<file path="src/common/smpi_map.svh">
// Named offsets, field positions, reset values and counts for secure MP start-up.
// Assumes inclusion by bare name from package and design files.
`ifndef SMPI_MAP_SVH
`define SMPI_MAP_SVH

// ----------------------------------------------------------------------------
// Exception dispatch
// ----------------------------------------------------------------------------
`define SMPI_SX_VECTOR      8'h1e
`define SMPI_SX_ERR_INIT    32'h0000_0001
`define SMPI_PAGE_OFFSET    12'h000

// ----------------------------------------------------------------------------
// Virtualization control register fields
// ----------------------------------------------------------------------------
`define SMPI_VCR_DPD        0
`define SMPI_VCR_RINIT      1
`define SMPI_VCR_A20        2
`define SMPI_VCR_ALL        3'h7
`define SMPI_VCR_RESET      3'h0
`define SMPI_GATE_RESET     1'b1

// ----------------------------------------------------------------------------
// Pending interrupt slots
// ----------------------------------------------------------------------------
`define SMPI_P_DEV          0
`define SMPI_P_INIT         1
`define SMPI_P_NMI          2
`define SMPI_P_SMI          3

// ----------------------------------------------------------------------------
// Controller registers and timing
// ----------------------------------------------------------------------------
`define SMPI_REG_CTRL       4'h0
`define SMPI_REG_VECT       4'h4
`define SMPI_REG_STAT       4'h8
`define SMPI_CTRL_LAUNCH    0
`define SMPI_CTRL_START     1
`define SMPI_CTRL_ABORT     2
`define SMPI_CTRL_SAVED     3
`define SMPI_INIT_DLY_CYC   10'd1000
`define SMPI_AXI_OKAY       2'h0
`define SMPI_AXI_DECERR     2'h3

`endif

</file>
<file path="src/common/smpi_pkg.sv">
// Types shared by both ends of the secure MP start-up link.
// Assumes smpi_map.svh is on the include path.
`include "smpi_map.svh"

package smpi_pkg;

	typedef enum logic [1:0] {
		SMPI_IPI_INIT    = 2'h1,
		SMPI_IPI_STARTUP = 2'h2
	} smpi_ipi_type;

	typedef enum logic [1:0] {
		SMPI_AP_RUN  = 2'h1,
		SMPI_AP_HALT = 2'h2
	} smpi_ap_state_type;

	typedef enum logic [6:0] {
		SMPI_BP_IDLE  = 7'h01,
		SMPI_BP_CHECK = 7'h02,
		SMPI_BP_INIT  = 7'h04,
		SMPI_BP_DELAY = 7'h08,
		SMPI_BP_LOAD  = 7'h10,
		SMPI_BP_SIPI  = 7'h20,
		SMPI_BP_ABORT = 7'h40
	} smpi_bp_state_type;

endpackage : smpi_pkg

</file>
<file path="src/common/smpi_link_if.sv">
// Link between the boot-side controller and one application processor.
// Assumes both ends run on the same sys_clk; no clocking block.
`timescale 1ns/10ps
`default_nettype none

interface smpi_link_if;
	import smpi_pkg::*;

	logic         ipi_valid;
	smpi_ipi_type ipi_kind;
	logic [7:0]   ipi_vector;
	logic         ipi_ready;
	logic         secure_init_done;
	logic         gate_set;
	logic         vcr_clear;
	logic         protect_clear;
	logic         ap_idle;
	logic         ap_halted;
	logic         gate;
	logic         protect_en;

	modport ap (
		input  ipi_valid, ipi_kind, ipi_vector, secure_init_done,
		input  gate_set, vcr_clear, protect_clear,
		output ipi_ready, ap_idle, ap_halted, gate, protect_en
	);

	modport bp (
		output ipi_valid, ipi_kind, ipi_vector, secure_init_done,
		output gate_set, vcr_clear, protect_clear,
		input  ipi_ready, ap_idle, ap_halted, gate, protect_en
	);

endinterface : smpi_link_if

`default_nettype wire

</file>
<file path="src/design/smpi_ap_core.sv">
// Application processor side: INIT halt, Startup entry, interrupt gating, INIT redirect.
// Assumes pins arrive asynchronously; link and core strobes are on sys_clk.
//
// Summary of operation
// - Loader abort sets gate, clears control register.
// - INIT interrupt halts until a Startup arrives.
// - Startup vector forms upper bits of address.
// - Startup resumes fetch in 16-bit real mode.
// - Secure Startup clears gate, sets three flags.
// - Boot driver saves context before secure init.
// - Driver checks idle, broadcasts INIT, awaits ready.
// - Halted processor still answers coherency snoops.
// - Driver waits up to 1000 cycles afterwards.
// - Stay halted until loader sends Startup.
// - Startup code sets gate, restores context.
// - No INIT between secure init and Startup.
// - Device interrupts stay pending until gate set.
// - Late SYSTEM_MANAGEMENT_INTERRUPT, INIT, NMI held until gate.
// - Abort clears loader device protection enable.
// - Redirect bit turns external INIT into exception.
// - Security exception uses vector 30, fault class.
// - Exception pushes error code 1 for INIT.
// - Security exception counts as contributory fault.
// - Clear gate blocks every interrupt kind.
// - Secure init sets all three control flags.
//
// Implementation choices: the AXI4-Lite register port and the placing of the registers.
`timescale 1ns/10ps
`default_nettype none
`include "smpi_map.svh"

module smpi_ap_core (
	input  wire logic                      sys_clk,
	input  wire logic                      srst,
	smpi_link_if.ap                        link,
	input  wire logic                      secure_init_exec,
	input  wire logic                      core_idle,
	input  wire logic                      ext_init_pin,
	input  wire logic                      nmi_pin,
	input  wire logic                      smi_pin,
	input  wire logic                      dev_irq_pin,
	input  wire logic                      snoop_req,
	output logic                           snoop_ack,
	output logic                           fetch_valid,
	output logic [19:0]                    fetch_addr,
	output logic                           real_mode,
	output logic                           init_reset,
	output logic                           intr_take,
	output logic [3:0]                     intr_kind,
	output logic                           exc_valid,
	output logic [7:0]                     exc_vector,
	output logic [31:0]                    exc_err_code,
	output logic                           exc_fault,
	output logic                           exc_contributory,
	output logic [2:0]                     vcr_flags,
	output smpi_pkg::smpi_ap_state_type    ap_state
);
	import smpi_pkg::*;

	// ------------------------------------------------------------------------
	// Pin synchronisers
	// ------------------------------------------------------------------------
	logic [3:0] pin_raw;
	logic [3:0] sync1_q;
	logic [3:0] sync2_q;
	logic [3:0] sync3_q;
	logic [3:0] new_ev;

	assign pin_raw[`SMPI_P_DEV]  = dev_irq_pin;
	assign pin_raw[`SMPI_P_INIT] = ext_init_pin;
	assign pin_raw[`SMPI_P_NMI]  = nmi_pin;
	assign pin_raw[`SMPI_P_SMI]  = smi_pin;

	// Device interrupts are levels; the other three count on their rising edge.
	genvar gi;
	generate
		for (gi = 0; gi < 4; gi++) begin : g_sync
			always_ff @(posedge sys_clk) begin
				if (srst) begin
					sync1_q[gi] <= 1'b0;
					sync2_q[gi] <= 1'b0;
					sync3_q[gi] <= 1'b0;
				end else begin
					sync1_q[gi] <= pin_raw[gi];
					sync2_q[gi] <= sync1_q[gi];
					sync3_q[gi] <= sync2_q[gi];
				end
			end
			if (gi == `SMPI_P_DEV) begin : g_lvl
				assign new_ev[gi] = sync2_q[gi];
			end else begin : g_edge
				assign new_ev[gi] = sync2_q[gi] & ~sync3_q[gi];
			end
		end
	endgenerate

	// ------------------------------------------------------------------------
	// Decode
	// ------------------------------------------------------------------------
	smpi_ap_state_type state_q;
	smpi_ap_state_type state_d;
	logic        gate_q;
	logic        gate_d;
	logic        hold_q;
	logic        hold_d;
	logic [2:0]  vcr_q;
	logic [2:0]  vcr_d;
	logic [3:0]  pend_q;
	logic [3:0]  pend_d;
	logic        busy_q;
	logic        prot_q;
	logic        idle_q;

	wire ipi_fire   = link.ipi_valid & ~busy_q;
	wire init_ipi   = ipi_fire & (link.ipi_kind == SMPI_IPI_INIT);
	wire sipi_ok    = ipi_fire & (link.ipi_kind == SMPI_IPI_STARTUP)
	                  & (state_q == SMPI_AP_HALT);
	wire sipi_sec   = sipi_ok & link.secure_init_done;
	// Halt and the post-INIT hold both keep everything pending.
	wire deliver_ok = gate_q & ~hold_q & (state_q == SMPI_AP_RUN);
	wire [3:0] take;
	assign take[`SMPI_P_SMI]  = deliver_ok & pend_q[`SMPI_P_SMI];
	assign take[`SMPI_P_NMI]  = deliver_ok & pend_q[`SMPI_P_NMI] & ~pend_q[`SMPI_P_SMI];
	assign take[`SMPI_P_INIT] = deliver_ok & pend_q[`SMPI_P_INIT]
	                            & ~pend_q[`SMPI_P_SMI] & ~pend_q[`SMPI_P_NMI];
	assign take[`SMPI_P_DEV]  = deliver_ok & pend_q[`SMPI_P_DEV] & ~|pend_q[3:1];
	wire redirect   = vcr_q[`SMPI_VCR_RINIT];
	wire sx_take    = take[`SMPI_P_INIT] & redirect;
	wire init_norm  = take[`SMPI_P_INIT] & ~redirect;

	assign link.ipi_ready  = ~busy_q;
	assign link.ap_halted  = (state_q == SMPI_AP_HALT);
	assign link.ap_idle    = idle_q;
	assign link.gate       = gate_q;
	assign link.protect_en = prot_q;
	assign ap_state        = state_q;
	assign vcr_flags       = vcr_q;

	// ------------------------------------------------------------------------
	// Next state
	// ------------------------------------------------------------------------
	always_comb begin
		state_d = state_q;
		unique case (state_q)
			SMPI_AP_RUN: begin
				if (init_ipi || init_norm) begin
					state_d = SMPI_AP_HALT;
				end
			end
			SMPI_AP_HALT: begin
				if (sipi_ok) begin
					state_d = SMPI_AP_RUN;
				end
			end
		endcase
	end

	// A software set of the gate wins over a hardware clear in the same cycle.
	assign gate_d = link.gate_set ? 1'b1 :
	                (secure_init_exec | sipi_sec) ? 1'b0 : gate_q;
	// Hold starts when INIT is accepted; a new INIT beats a gate set.
	assign hold_d = init_ipi ? 1'b1 : (link.gate_set ? 1'b0 : hold_q);
	assign vcr_d  = (secure_init_exec | sipi_sec) ? `SMPI_VCR_ALL :
	                (link.vcr_clear ? `SMPI_VCR_RESET : vcr_q);
	assign pend_d = (pend_q & ~take) | new_ev;

	// ------------------------------------------------------------------------
	// State registers
	// ------------------------------------------------------------------------
	always_ff @(posedge sys_clk) begin
		if (srst) begin
			state_q <= SMPI_AP_RUN;
			gate_q  <= `SMPI_GATE_RESET;
			hold_q  <= 1'b0;
			vcr_q   <= `SMPI_VCR_RESET;
			pend_q  <= 4'h0;
			busy_q  <= 1'b0;
			idle_q  <= 1'b0;
		end else begin
			state_q <= state_d;
			gate_q  <= gate_d;
			hold_q  <= hold_d;
			vcr_q   <= vcr_d;
			pend_q  <= pend_d;
			busy_q  <= ipi_fire;
			idle_q  <= core_idle | (state_q == SMPI_AP_HALT);
		end
	end

	// Loader protection follows the secure-init instruction until cleared on abort.
	always_ff @(posedge sys_clk) begin
		if (srst) begin
			prot_q <= 1'b0;
		end else if (secure_init_exec) begin
			prot_q <= 1'b1;
		end else if (link.protect_clear) begin
			prot_q <= 1'b0;
		end
	end

	// Snoops are answered in every state, halted or not.
	always_ff @(posedge sys_clk) begin
		if (srst) begin
			snoop_ack <= 1'b0;
		end else begin
			snoop_ack <= snoop_req;
		end
	end

	// ------------------------------------------------------------------------
	// Startup entry
	// ------------------------------------------------------------------------
	always_ff @(posedge sys_clk) begin
		if (srst) begin
			fetch_valid <= 1'b0;
			fetch_addr  <= 20'h00000;
			real_mode   <= 1'b0;
		end else begin
			fetch_valid <= sipi_ok;
			if (sipi_ok) begin
				fetch_addr <= {link.ipi_vector, `SMPI_PAGE_OFFSET};
				real_mode  <= 1'b1;
			end else if (secure_init_exec) begin
				real_mode  <= 1'b0;
			end
		end
	end

	// ------------------------------------------------------------------------
	// Delivery and security exception
	// ------------------------------------------------------------------------
	// Exception fields stand from the pulse until the next exception.
	always_ff @(posedge sys_clk) begin
		if (srst) begin
			intr_take        <= 1'b0;
			intr_kind        <= 4'h0;
			init_reset       <= 1'b0;
			exc_valid        <= 1'b0;
			exc_vector       <= 8'h00;
			exc_err_code     <= 32'h0000_0000;
			exc_fault        <= 1'b0;
			exc_contributory <= 1'b0;
		end else begin
			intr_take  <= |take & ~sx_take;
			init_reset <= init_norm;
			exc_valid  <= sx_take;
			if (|take) begin
				intr_kind <= take;
			end
			if (sx_take) begin
				exc_vector       <= `SMPI_SX_VECTOR;
				exc_fault        <= 1'b1;
				exc_err_code     <= `SMPI_SX_ERR_INIT;
				exc_contributory <= 1'b1;
			end
		end
	end

endmodule : smpi_ap_core

`default_nettype wire

</file>
<file path="src/flat_wrapper.sv">
// flat-port wrapper written by rule: the top's interface ports become plain ports
module smpi_ap_core_flat import smpi_pkg::*;
  (sys_clk, srst, secure_init_exec, core_idle, ext_init_pin, nmi_pin, smi_pin, dev_irq_pin, snoop_req, snoop_ack, fetch_valid, fetch_addr, real_mode, init_reset, intr_take, intr_kind, exc_valid, exc_vector, exc_err_code, exc_fault, exc_contributory, vcr_flags, ap_state, link_ipi_valid, link_ipi_kind, link_ipi_vector, link_secure_init_done, link_gate_set, link_vcr_clear, link_protect_clear, link_ipi_ready, link_ap_idle, link_ap_halted, link_gate, link_protect_en);
  smpi_link_if link_i ();
  input  wire logic sys_clk;
  input  wire logic srst;
  input  wire logic secure_init_exec;
  input  wire logic core_idle;
  input  wire logic ext_init_pin;
  input  wire logic nmi_pin;
  input  wire logic smi_pin;
  input  wire logic dev_irq_pin;
  input  wire logic snoop_req;
  output logic snoop_ack;
  output logic fetch_valid;
  output logic [19:0] fetch_addr;
  output logic real_mode;
  output logic init_reset;
  output logic intr_take;
  output logic [3:0] intr_kind;
  output logic exc_valid;
  output logic [7:0] exc_vector;
  output logic [31:0] exc_err_code;
  output logic exc_fault;
  output logic exc_contributory;
  output logic [2:0] vcr_flags;
  output smpi_pkg::smpi_ap_state_type ap_state;
  input wire logic [$bits(link_i.ipi_valid)-1:0] link_ipi_valid;
  input wire logic [$bits(link_i.ipi_kind)-1:0] link_ipi_kind;
  input wire logic [$bits(link_i.ipi_vector)-1:0] link_ipi_vector;
  input wire logic [$bits(link_i.secure_init_done)-1:0] link_secure_init_done;
  input wire logic [$bits(link_i.gate_set)-1:0] link_gate_set;
  input wire logic [$bits(link_i.vcr_clear)-1:0] link_vcr_clear;
  input wire logic [$bits(link_i.protect_clear)-1:0] link_protect_clear;
  output wire logic [$bits(link_i.ipi_ready)-1:0] link_ipi_ready;
  output wire logic [$bits(link_i.ap_idle)-1:0] link_ap_idle;
  output wire logic [$bits(link_i.ap_halted)-1:0] link_ap_halted;
  output wire logic [$bits(link_i.gate)-1:0] link_gate;
  output wire logic [$bits(link_i.protect_en)-1:0] link_protect_en;
  assign link_i.ipi_valid = link_ipi_valid;
  assign link_i.ipi_kind = link_ipi_kind;
  assign link_i.ipi_vector = link_ipi_vector;
  assign link_i.secure_init_done = link_secure_init_done;
  assign link_i.gate_set = link_gate_set;
  assign link_i.vcr_clear = link_vcr_clear;
  assign link_i.protect_clear = link_protect_clear;
  assign link_ipi_ready = link_i.ipi_ready;
  assign link_ap_idle = link_i.ap_idle;
  assign link_ap_halted = link_i.ap_halted;
  assign link_gate = link_i.gate;
  assign link_protect_en = link_i.protect_en;
  smpi_ap_core u_core (.sys_clk(sys_clk), .srst(srst), .link(link_i), .secure_init_exec(secure_init_exec), .core_idle(core_idle), .ext_init_pin(ext_init_pin), .nmi_pin(nmi_pin), .smi_pin(smi_pin), .dev_irq_pin(dev_irq_pin), .snoop_req(snoop_req), .snoop_ack(snoop_ack), .fetch_valid(fetch_valid), .fetch_addr(fetch_addr), .real_mode(real_mode), .init_reset(init_reset), .intr_take(intr_take), .intr_kind(intr_kind), .exc_valid(exc_valid), .exc_vector(exc_vector), .exc_err_code(exc_err_code), .exc_fault(exc_fault), .exc_contributory(exc_contributory), .vcr_flags(vcr_flags), .ap_state(ap_state));
endmodule
</file>
<file path="config.mk">
export PLATFORM = sky130hd
export DESIGN_NAME = smpi_ap_core_flat
export DESIGN_NICKNAME = d
export VERILOG_FILES = /design/src/common/smpi_pkg.sv /design/src/common/smpi_link_if.sv /design/src/design/smpi_ap_core.sv /design/src/flat_wrapper.sv
export VERILOG_INCLUDE_DIRS = /design/src /design/src/common
export SDC_FILE = /design/constraint.sdc
export NUM_CORES = 1
export LEC_CHECK = 0
export BUFFER_PORTS_ARGS = -buffer_cell sky130_fd_sc_hd__buf_2
export CAP_MARGIN = 25
export CORE_MARGIN = 5
export CORE_UTILIZATION = 40
export DETAILED_ROUTE_END_ITERATION = 8
export GPL_TIMING_DRIVEN = 0
export HOLD_SLACK_MARGIN = 0.12
export PLACE_DENSITY = 0.71
export REMOVE_ABC_BUFFERS = 1
export SLEW_MARGIN = 20
export SYNTH_ARGS = -nofsm -noshare
export SYNTH_HDL_FRONTEND = slang
export SYNTH_SLANG_ARGS = --single-unit
</file>
<file path="constraint.sdc">
create_clock -name sys_clk -period 2.4 [get_ports sys_clk]
set_clock_uncertainty 0.05 [all_clocks]
set_input_delay 0.48 -clock sys_clk [delete_from_list [all_inputs] [get_ports sys_clk]]
set_output_delay 0.48 -clock sys_clk [all_outputs]
set_load 0.03 [all_outputs]
</file>
-- After elaboration in Yosys (flattened, before gate mapping)
Cells that the tools add are included.
W data, S select, Z words.
- output and inout bits: 82
- logic and storage cells: 91
- flip-flop bits (word level): 45
- input port bits: 24
- muxes and demuxes: 11
- reduce and logical (&&, ||, !) cells: 10
- eq/ne operators: 6
- bitwise gates (word level): 35
- operator list (kind ; number):
    $and A1 B1 Y1 ; 21
    $not A1 Y1 ; 9
    $reduce_bool A2 Y1 ; 4
    $mux W1 ; 6
    $mux W3 ; 2
    $and A4 B4 Y4 ; 1
    $eq A2 B1 Y1 const B ; 2
    $eq A2 B2 Y1 const B ; 2
    $mux W2 ; 2
    $not A4 Y4 ; 1
    $or A4 B4 Y4 ; 1
    $pmux W2 S2 ; 1
    $reduce_or A4 Y1 ; 1
    $reduce_or A3 Y1 ; 1
    $ne A2 B1 Y1 const B ; 1
    $ne A2 B2 Y1 const B ; 1
    $or A1 B1 Y1 ; 2
    $reduce_and A2 Y1 ; 1
    $reduce_or A2 Y1 ; 1
    $logic_not A1 Y1 ; 1
    $logic_or A1 B1 Y1 ; 1

-- Longest topological paths before layout
Gate-level depths: netlist (run 1).
- depth in word-level cells: 10
- mapped depth: 4
- mapped depth without buffers: 3

-- Least setup slack after synthesis (run 1)
OpenSTA, ideal clock, no wires.
- path kind: flip-flop to output port
- start point: register u_core.state_q[1], in the netlist u_core.ap_state[1]
- end point: output port link_ap_halted
- required time: 1870 ps
- cell stages (with the launch flop): 3
- buffers on the path: 1
- arrival time: 1061 ps
- setup slack: 809 ps
- cells stage by stage: dfxtp_1 nor2b_1 buf_2
- word-level cells in the longest chain between the ends: 1
- ends and longest elaborated chain (element ; RTL line ; source):
    from (decl) ; smpi_ap_core.sv:100 ; smpi_ap_state_type state_q;
    from (signal assigned) ; smpi_ap_core.sv:180 ; state_q <= state_d;
    $eq A2 B2 Y1 ; smpi_ap_core.sv:132 ; assign link.ap_halted = (state_q == SMPI_AP_HALT);
    to (decl) ; flat_wrapper.sv:37 ; output wire logic [$bits(link_i.ap_halted)-1:0] link_ap_halted;
Every way passes these cells.

-- Worst setup path in the final report (run 1)
Ends and elaborated chain as after synthesis.

==> results of run 1 <==
## worst min path at each step
stage	to	slack [ns]	cells after the start
CTS	u_core.link.gate$_SDFFE_PP1P_	0.33	2
global route	u_core.link.gate$_SDFFE_PP1P_	0.32	2
global placement	u_core.pend_q[0]$_SDFF_PP0_	0.37	2
detailed placement	u_core.sync2_q[3]$_SDFF_PP0_	0.37	1
floorplan	u_core.pend_q[0]$_SDFF_PP0_	0.35	2
finish	u_core.link.gate$_SDFFE_PP1P_	0.34	2
## cells by family after synthesis
kind of cell,after synthesis
compound gates,33
buf+inv,68
flops,42
other cells,1
simple gates,62
## metrics by stage
stage	hold WS, ns	setup WS (ns)
after floorplan	0.355	0.236
after global placement	0.369	0.411
after detailed placement	0.371	0.401
after CTS	0.327	0.0809
after global routing	0.323	0.249
final	0.336	0.416
## state kept, by name (all words and copies together) (netlist names)
signal                  cells
u_core.fetch_addr           8
u_core.intr_kind            4
u_core.pend_q               4
u_core.sync1_q              4
u_core.sync2_q              3
u_core.sync3_q              3
u_core.ap_state             2
u_core.busy_q               1
u_core.exc_valid            1
u_core.exc_vector           1
u_core.fetch_valid          1
u_core.hold_q               1
u_core.init_reset           1
u_core.intr_take            1
u_core.link.ap_idle         1
u_core.link.gate            1
u_core.link.protect_en      1
u_core.new_ev               1
u_core.real_mode            1
u_core.snoop_ack            1
u_core.vcr_flags            1
## final cells by class
type | instances | area, um^2 | share of cell area (%)
clock buffer | 6 | 82.6 | 3.92
tap | 54 | 67.6 | 3.21
multi-input combinational | 142 | 772 | 36.7
inverter | 4 | 15.0 | 0.713
timing repair buffer | 59 | 298 | 14.1
clock inverter | 1 | 30.0 | 1.43
sequential | 42 | 841 | 39.9
## routing by layer
| layer | GRT usage, % | vias up | routed length [um] |
|---|---|---|---|
| li1 | - | 678 | - |
| met1 | 12.8 | 603 | 1510 |
| met2 | 17.7 | 65 | 1580 |
| met3 | 3.85 | 6 | 344 |
| met4 | 5.84 | 0 | 69 |
| met5 | 0 | - | 0 |
## synth_stat cells, drive strengths merged
library cell,n
a211o,1
a211oi,2
a21oi,12
a311oi,1
a31oi,1
a41oi,1
and2,1
and4bb,3
buf,59
clkbuf,5
conb,1
dfxtp,42
inv,4
nand2,3
nand2b,13
nand3,1
nand3b,1
nand4b,8
nand4bb,1
nor2,8
nor2b,14
nor3,3
nor3b,3
nor4,1
o21ai,14
o31ai,1
or3,2
## power groups by stage
stage / Clock, mW / Combinational, mW / Sequential (mW)
after floorplan: 0 / 0.161 / 0.794
after global placement: 0 / 0.260 / 0.758
after detailed placement: 0 / 0.261 / 0.759
after CTS: 0.580 / 0.262 / 0.743
after global routing: 0.611 / 0.285 / 0.748
final: 0.561 / 0.264 / 0.743
==> metrics.cfg, run 1 <==
[pwr]
p_total_mw=1.57
clkPwrFrac_pct=35.8
cellLeakagePower_nw=0.997
power_per_cell_area_nw_per_um2=745
power.switching_mw=0.448
internal_power_mw=1.12
vdd_ir_drop_max_mv=0.252
netSwitchingFraction_pct=28.6
p_comb_share_pct=16.8
p_seq_share_pct=47.4

[timing]
rsz0062_at_grt=false
fin_crit_ns=1.98
max_slew_margin_pct=48.8
finalSetupTns_ns=0
tightestPinTransition_ns=0.767
slew_violations=0
finalSetupViolations=0
period_share_pct=82.7
fmax_ghz=0.504
hold_violations=0

[die]
start_util_pct=40.9
fp.dieW_um=79.3
pin_count=106
die_area_um2=6280
fp-row-count=25
die_h_um=79.3
core_um2=4690

[clock_network]
cts_tree=done
cts_resized=0
ctsRootBufferMaster=clkbuf_8
h-tree-depth=2
cts_buffer_depth=2
clock_sinks=42
postCtsHoldBufs=0
clock_latency_ns=0.29
clkTransAtPathRegs_ns=0.08
cts_made_buffers=5
post_cts_buffers=0

[worst_setup_path]
crit_end=link_ap_halted
cp.depth=3
worst-path-buf-inv=2
crit_required_ns=1.87
startpoint=u_core.ap_state[1]$_SDFFE_PP0P_
critPathArrivalTime_ns=1.45
crit_type=reg -> out
crit_path_max_incr_delay_ns=0.37
critPathTopFamily=buffers and inverters
worstSetupStartpointType=register
path_cells=nor2b_1 -> buf_4 -> buf_2
r2r-end=u_core.link.gate$_SDFFE_PP1P_
reg2reg_depth=4
r2r_setup_slack_ns=0.85
worst_path_max_delay_cell=dfxtp_1
r2r-start=u_core.ap_state[1]$_SDFFE_PP0P_
cp_max_fo=10
end_kind=primary output

[synthesis]
ys_seq_area_share_pct=43.8
yosysUniqueCellTypes=30
yosys_warnings=0
ys_ff_latch=42
synth_top_family_by_area=buffers and inverters
yosysTopAreaCellShare_pct=43.8
avgSynthCellArea_um2=9.32
netlist_top_cells_area=dfxtp_1 44%, buf_4 22%, nor2b_1 4.6%
synth_fa_ha_area_share_pct=0
synth-xor-area-share_pct=0
post_synth_and_or_nand_nor_area_fraction_pct=21.4
synth_top_cell_by_area=dfxtp_1
synth_compound_area_share_pct=9.65
synth_area_um2=1920
netlist_instances=206
muxShareOfSynthArea_pct=0

[final_layout]
fin_util_pct=44.9
stdcell_count=308
drive_gt1_share_pct=27.6
nNetsFinal=278
nFillCells=479
layout_common_cells=58 x buf_2, 47 x conb_1, 42 x dfxtp_1, 14 x nor2b_1, 14 x o21ai_0
areaGrowthSynthToFinish_pct=9.71
antenna_cells=0
final_cell_area_um2=2110
layout_commonest_cell=buf_2

[drt]
drc=0
first_iter_violations=54
drt-pass1-iter-count=3
dr_total_vias=1352
ant_nets=0
finalWirelength_um=3500
wl_per_cell_um=11.4
via_per_inst=4.39

[place]
dp.cells=300
gp_congestion=0.786
numPortBuffers=58
place_area_um2=1990
hpwl_um=2470

[run]
maxCapViolations=0

[grt]
grt_start_max_net_pins=51
antenna_found_initial=0
gr-total-overflow=0
grt_pass1_wl_um=5460
grtUsageTotal_pct=11.0
grt_pass1_vias=1188

[worst_hold_path]
worst_hold_path_type=in -> reg
hold_start=link_gate_set

[outcome]
status=complete, no violations

Note: power is estimated with default switching activity, not from simulation.
==> run 2, diff against run 1 <==
--- a/config.mk
+++ b/config.mk
@@ -13,7 +13,7 @@
 export DETAILED_ROUTE_END_ITERATION = 8
 export GPL_TIMING_DRIVEN = 0
 export HOLD_SLACK_MARGIN = 0.12
-export PLACE_DENSITY = 0.71
+export PLACE_DENSITY = 0.74
 export REMOVE_ABC_BUFFERS = 1
 export SLEW_MARGIN = 20
 export SYNTH_ARGS = -nofsm -noshare
==> constraint.sdc (replaced) <==
create_clock -name sys_clk -period 1.8 [get_ports sys_clk]
set_clock_uncertainty 0.05 [all_clocks]
set_input_delay 0.36 -clock sys_clk [delete_from_list [all_inputs] [get_ports sys_clk]]
set_output_delay 0.36 -clock sys_clk [all_outputs]
set_load 0.03 [all_outputs]
==> run 2 against run 1 <==
Power rose by 25%. Combinational power increased by 33%. Design area down 0.83%. Hold slack worse by 0.12 ns. Sequential share of layout area rose by 0.33 points. Worst setup slack worse by 0.31 ns. Count of clock-buffer cells in the layout did not move. Sequential power is 34% higher. Highest routed layer unchanged.
==> metrics.cfg, run 2 (synthesized netlist as in run 1, its figures left out) <==
[outcome]
status=complete, no violations

[worst_setup_path]
worstSetupStartpointType=register
crit_path_max_incr_delay_ns=0.39  ; +0.02 ns
worst_path_max_delay_cell=dfxtp_1
crit_required_ns=1.39  ; -0.48 ns
crit_type=reg -> out
critPathArrivalTime_ns=1.29  ; -0.16 ns
end_kind=primary output
path_cells=nor2b_4 -> buf_2
cp_max_fo=13  ; +3
reg2reg_depth=3  ; -1

[die]
fp-row-count=25  ; unchanged
die_area_um2=6280  ; unchanged
pin_count=106  ; unchanged
die_h_um=79.3  ; unchanged
core_um2=4690  ; unchanged
start_util_pct=40.9  ; unchanged
fp.dieW_um=79.3  ; unchanged

[final_layout]
final_cell_area_um2=2090  ; -0.83%
top_register=u_core.fetch_addr
fin_util_pct=44.5  ; -0.37 points
largest_reg_flops=8  ; unchanged
layout_commonest_cell=buf_2
antenna_cells=0  ; unchanged
layout_common_cells=58 x buf_2, 47 x conb_1, 42 x dfxtp_1, 14 x o21ai_0
stdcell_count=308  ; unchanged
drive_gt1_share_pct=28.0  ; +0.39 points
areaGrowthSynthToFinish_pct=8.80
nNetsFinal=277  ; -0.36%

[timing]
slew_violations=0  ; unchanged
period_share_pct=94.3
tightestPinTransition_ns=0.751  ; -0.0162 ns
rsz0062_at_grt=false
max_slew_margin_pct=49.9  ; +1.1 points
finalSetupViolations=0  ; unchanged
hold_violations=0  ; unchanged
fmax_ghz=0.589
fin_crit_ns=1.70
finalSetupTns_ns=0  ; unchanged

[grt]
grt_pass1_vias=1176  ; -1.0%
grtUsageTotal_pct=10.5  ; -0.46 points
grt_start_max_net_pins=51  ; unchanged
gr-total-overflow=0  ; unchanged
grt_pass1_wl_um=5270  ; -3.4%
antenna_found_initial=0  ; unchanged

[pwr]
vdd_ir_drop_max_mv=0.373  ; +48%
power.switching_mw=0.605  ; +35%
clkPwrFrac_pct=31.6  ; -4.2 points
p_comb_share_pct=17.8  ; +1.0 points
p_seq_share_pct=50.6  ; +3.2 points
power_per_cell_area_nw_per_um2=940  ; +26%
netSwitchingFraction_pct=30.8  ; +2.3 points
cellLeakagePower_nw=0.984  ; -1.3%
internal_power_mw=1.36  ; +21%

[clock_network]
cts_buffer_depth=2  ; unchanged
postCtsHoldBufs=0  ; unchanged
cts_made_buffers=5  ; unchanged
cts_tree=done
h-tree-depth=2  ; unchanged
clock_latency_ns=0.29  ; about the same
clkTransAtPathRegs_ns=0.08  ; about the same
post_cts_buffers=0  ; unchanged
ctsRootBufferMaster=clkbuf_8
clock_sinks=42  ; unchanged

[drt]
drt-pass1-iter-count=4  ; +1
dr_total_vias=1322  ; -2.2%
wl_per_cell_um=11.1  ; -2.2%
ant_nets=0  ; unchanged
via_per_inst=4.29  ; -2.2%
first_iter_violations=69  ; +28%
drc=0  ; unchanged
finalWirelength_um=3430  ; -2.2%

[worst_hold_path]
worst_hold_path_type=in -> reg
hold-path-cell-count=2  ; unchanged

[place]
place_area_um2=1990  ; unchanged
hpwl_um=2490  ; +0.82%
dp.cells=300  ; unchanged
gp_congestion=0.780  ; -0.78%
numPortBuffers=58  ; unchanged

[run]
maxCapViolations=0  ; unchanged

-- run 2: cell type report --
class / instances / area, um^2
clock buffers: 6 / 82.6
clock inverters: 2 / 12.5
fillers: 489 / 2600
inverters: 4 / 15.0
multi-input cells: 142 / 779
flip-flops and latches: 42 / 841
well taps: 54 / 67.6
repair buffers: 58 / 290
-- run 2: routing by layer --
| layer | part of all wire (%) | wire [um] | GRT usage (%) |
|---|---|---|---|
| met4 | 1.7 | 59 | 5.67 |
| met2 | 47 | 1610 | 17.6 |
| met5 | 0 | 0 | 0 |
| met1 | 42 | 1420 | 11.9 |
| met3 | 9.7 | 333 | 3.40 |
-- run 2: critical path: cells and delay by family, from the launching register on --
family / cells / cell delay (ns)
AND/OR/NAND/NOR: 1 / 0.35
flip-flops: 1 / 0.39
buffers and inverters: 1 / 0.26
-- run 2: power groups by stage --
stage	Combinational [mW]	Clock, mW	Sequential [mW]
after floorplan	0.214	0	1.06
after global placement	0.346	0	1.01
after detailed placement	0.347	0	1.01
after CTS	0.349	0.649	0.993
after global routing	0.376	0.688	1.00
final	0.350	0.620	0.993
-- run 2: timing repair --
action / in CTS / in global routing
setup endpoints to repair: 2 / 0
endpoints found under the hold margin: 0 / 0
gates resized for setup: 2 / 0
-- run 2: through the flow --
step           total power [mW]  hold WS (ns)  setup WS [ns]
2_1_floorplan              1.27         0.355         -0.300
5_1_grt                    2.06         0.213         0.0164
3_3_place_gp               1.36         0.369         -0.113
4_1_cts                    1.99         0.210         0.0749
3_5_place_dp               1.36         0.373         -0.121
6_report                   1.96         0.220          0.103
-- run 2: final timing paths --
| check | start | endpoint | slack, ns |
|---|---|---|---|
| worst max register to register | u_core.ap_state[1]$_SDFFE_PP0P_ | u_core.link.gate$_SDFFE_PP1P_ | 0.42 |
| worst min-delay path | link_gate_set | u_core.link.gate$_SDFFE_PP1P_ | 0.22 |
| worst min register to register | u_core.new_ev[0]$_SDFF_PP0_ | u_core.pend_q[0]$_SDFF_PP0_ | 0.38 |
| worst max-delay path | u_core.ap_state[1]$_SDFFE_PP0P_ | link_ap_halted | 0.10 |
==> run 3, diff against run 2 <==
--- a/config.mk
+++ b/config.mk
@@ -13,7 +13,7 @@
 export DETAILED_ROUTE_END_ITERATION = 8
 export GPL_TIMING_DRIVEN = 0
 export HOLD_SLACK_MARGIN = 0.12
-export PLACE_DENSITY = 0.74
+export PLACE_DENSITY = 0.78
 export REMOVE_ABC_BUFFERS = 1
 export SLEW_MARGIN = 20
 export SYNTH_ARGS = -nofsm -noshare
==> run 3 against run 2 <==
Critical path depth did not move. First-iteration DRC count fell by 17%. Highest routed layer unchanged. Worst setup slack gained 0.016 ns. Utilization is 0.32 points higher. Routed wire length up 1.2%. Largest cell class unchanged. Critical path type unchanged. Register-to-register slack improved by 0.02 ns.
==> metrics.cfg, run 3 (synthesized netlist as in run 1, its figures left out) <==
[worst_setup_path]
cp_max_fo=13  ; unchanged
crit_type=reg -> out
worstSetupStartpointType=register
end_kind=primary output
critPathArrivalTime_ns=1.27  ; -0.02 ns
crit_required_ns=1.39  ; about the same
worst_path_max_delay_cell=dfxtp_1
path_cells=nor2b_4 -> buf_2
crit_path_max_incr_delay_ns=0.37  ; -0.02 ns

[grt]
grt_start_max_net_pins=51  ; unchanged
grt_pass1_vias=1241  ; +5.5%
antenna_found_initial=0  ; unchanged
grt_pass1_wl_um=5470  ; +3.8%
gr-total-overflow=0  ; unchanged
grtUsageTotal_pct=11.2  ; +0.69 points

[drt]
drt-pass1-iter-count=4  ; unchanged
wl_per_cell_um=11.3  ; +1.2%
drc=0  ; unchanged
dr_total_vias=1357  ; +2.6%
via_per_inst=4.41  ; +2.6%
ant_nets=0  ; unchanged
finalWirelength_um=3470  ; +1.2%
first_iter_violations=57  ; -17%

[clock_network]
ctsRootBufferMaster=clkbuf_8
clkTransAtPathRegs_ns=0.07  ; about the same
postCtsHoldBufs=0  ; unchanged
cts_made_buffers=5  ; unchanged
h-tree-depth=2  ; unchanged
clock_latency_ns=0.29  ; about the same
cts_buffer_depth=2  ; unchanged
cts_tree=done
clock_sinks=42  ; unchanged
post_cts_buffers=0  ; unchanged

[die]
die_h_um=79.3  ; unchanged
pin_count=106  ; unchanged
die_area_um2=6280  ; unchanged
core_um2=4690  ; unchanged
fp.dieW_um=79.3  ; unchanged
fp-row-count=25  ; unchanged
start_util_pct=40.9  ; unchanged

[timing]
finalSetupTns_ns=0  ; unchanged
hold_violations=0  ; unchanged
finalSetupViolations=0  ; unchanged
fin_ws_ns=0.120  ; +0.0164 ns
rsz0062_at_grt=false
max_slew_margin_pct=49.5  ; -0.39 points
slew_violations=0  ; unchanged
tightestPinTransition_ns=0.757  ; +0.00579 ns
fin_crit_ns=1.68  ; -0.0164 ns
period_share_pct=93.3  ; -0.91 points
fmax_ghz=0.595  ; +0.98%

[worst_hold_path]
worst_hold_path_type=in -> reg

[outcome]
status=complete, no violations

[run]
maxCapViolations=0  ; unchanged

[pwr]
p_total_mw=2.07  ; +5.2%
vdd_ir_drop_max_mv=0.411  ; +10%
power_per_cell_area_nw_per_um2=982  ; +4.5%
cellLeakagePower_nw=0.988  ; +0.43%

[place]
gp_congestion=0.748  ; -4.1%
place_area_um2=1990  ; unchanged
numPortBuffers=58  ; unchanged
hpwl_um=2540  ; +1.9%
dp.cells=300  ; unchanged
pre_cts_ws_ns=-0.107  ; +0.0138 ns

[final_layout]
nNetsFinal=277  ; unchanged
largest_reg_flops=8  ; unchanged
drive_gt1_share_pct=27.6  ; -0.39 points
layout_commonest_cell=buf_2
areaGrowthSynthToFinish_pct=9.58
final_cell_area_um2=2100  ; +0.72%
top_register=u_core.fetch_addr
stdcell_count=308  ; unchanged
layout_common_cells=58 x buf_2, 47 x conb_1, 42 x dfxtp_1, 14 x o21ai_0
antenna_cells=0  ; unchanged

==> run 3: what timing repair did <==
action,in CTS,in global routing
endpoints found under the hold margin,0,0
endpoints found under the setup margin,2,0
gates resized for setup,2,0
==> run 3: per-layer routing <==
layer | routed length, um | GRT usage (%) | up-vias
met1 | 1460 | 12.8 | 589
met5 | 0 | 0 | -
met2 | 1600 | 17.8 | 82
li1 | - | - | 684
met4 | 28 | 6.01 | 0
met3 | 381 | 4.54 | 2
==> run 3: layout make-up <==
| type | count | area, um^2 |
|---|---|---|
| Fill cell | 495 | 2590 |
| Clock inverter | 2 | 37.5 |
| Sequential cell | 42 | 841 |
| Timing Repair Buffer | 58 | 290 |
| Multi-Input combinational cell | 142 | 779 |
| Inverter | 4 | 15.0 |
| Tap cell | 54 | 67.6 |
| Clock buffer | 6 | 72.6 |
==> run 3: report_power, final <==
part	leakage, nW	internal (mW)	switching (mW)	total, mW
combinational	0.593	0.0850	0.267	0.352
sequential	0.343	0.965	0.0272	0.992
clock	0.0514	0.414	0.309	0.722
total	0.988	1.46	0.603	2.07
==> run 3: final timing paths <==
path         slack [ns]  cells past startpoint                             from                             to
max                0.12                      2  u_core.ap_state[1]$_SDFFE_PP0P_                 link_ap_halted
min                0.23                      2                    link_gate_set  u_core.link.gate$_SDFFE_PP1P_
max reg2reg        0.44                      3  u_core.ap_state[1]$_SDFFE_PP0P_  u_core.link.gate$_SDFFE_PP1P_
min reg2reg        0.37                      2      u_core.new_ev[0]$_SDFF_PP0_    u_core.pend_q[0]$_SDFF_PP0_
==> run 3: through the flow <==
step / hold slack, ns / util [%]
3_3_place_gp: 0.369 / 42.3
5_1_grt: 0.204 / 44.8
3_5_place_dp: 0.369 / 42.3
4_1_cts: 0.213 / 44.8
2_1_floorplan: 0.355 / -
6_report: 0.228 / 44.8
==> run 3: critical path: cells and delay by family, from the launching register on <==
kind                   cells  cell delay (ns)
flip-flops                 1             0.37
AND/OR/NAND/NOR            1             0.35
buffers and inverters      1             0.27
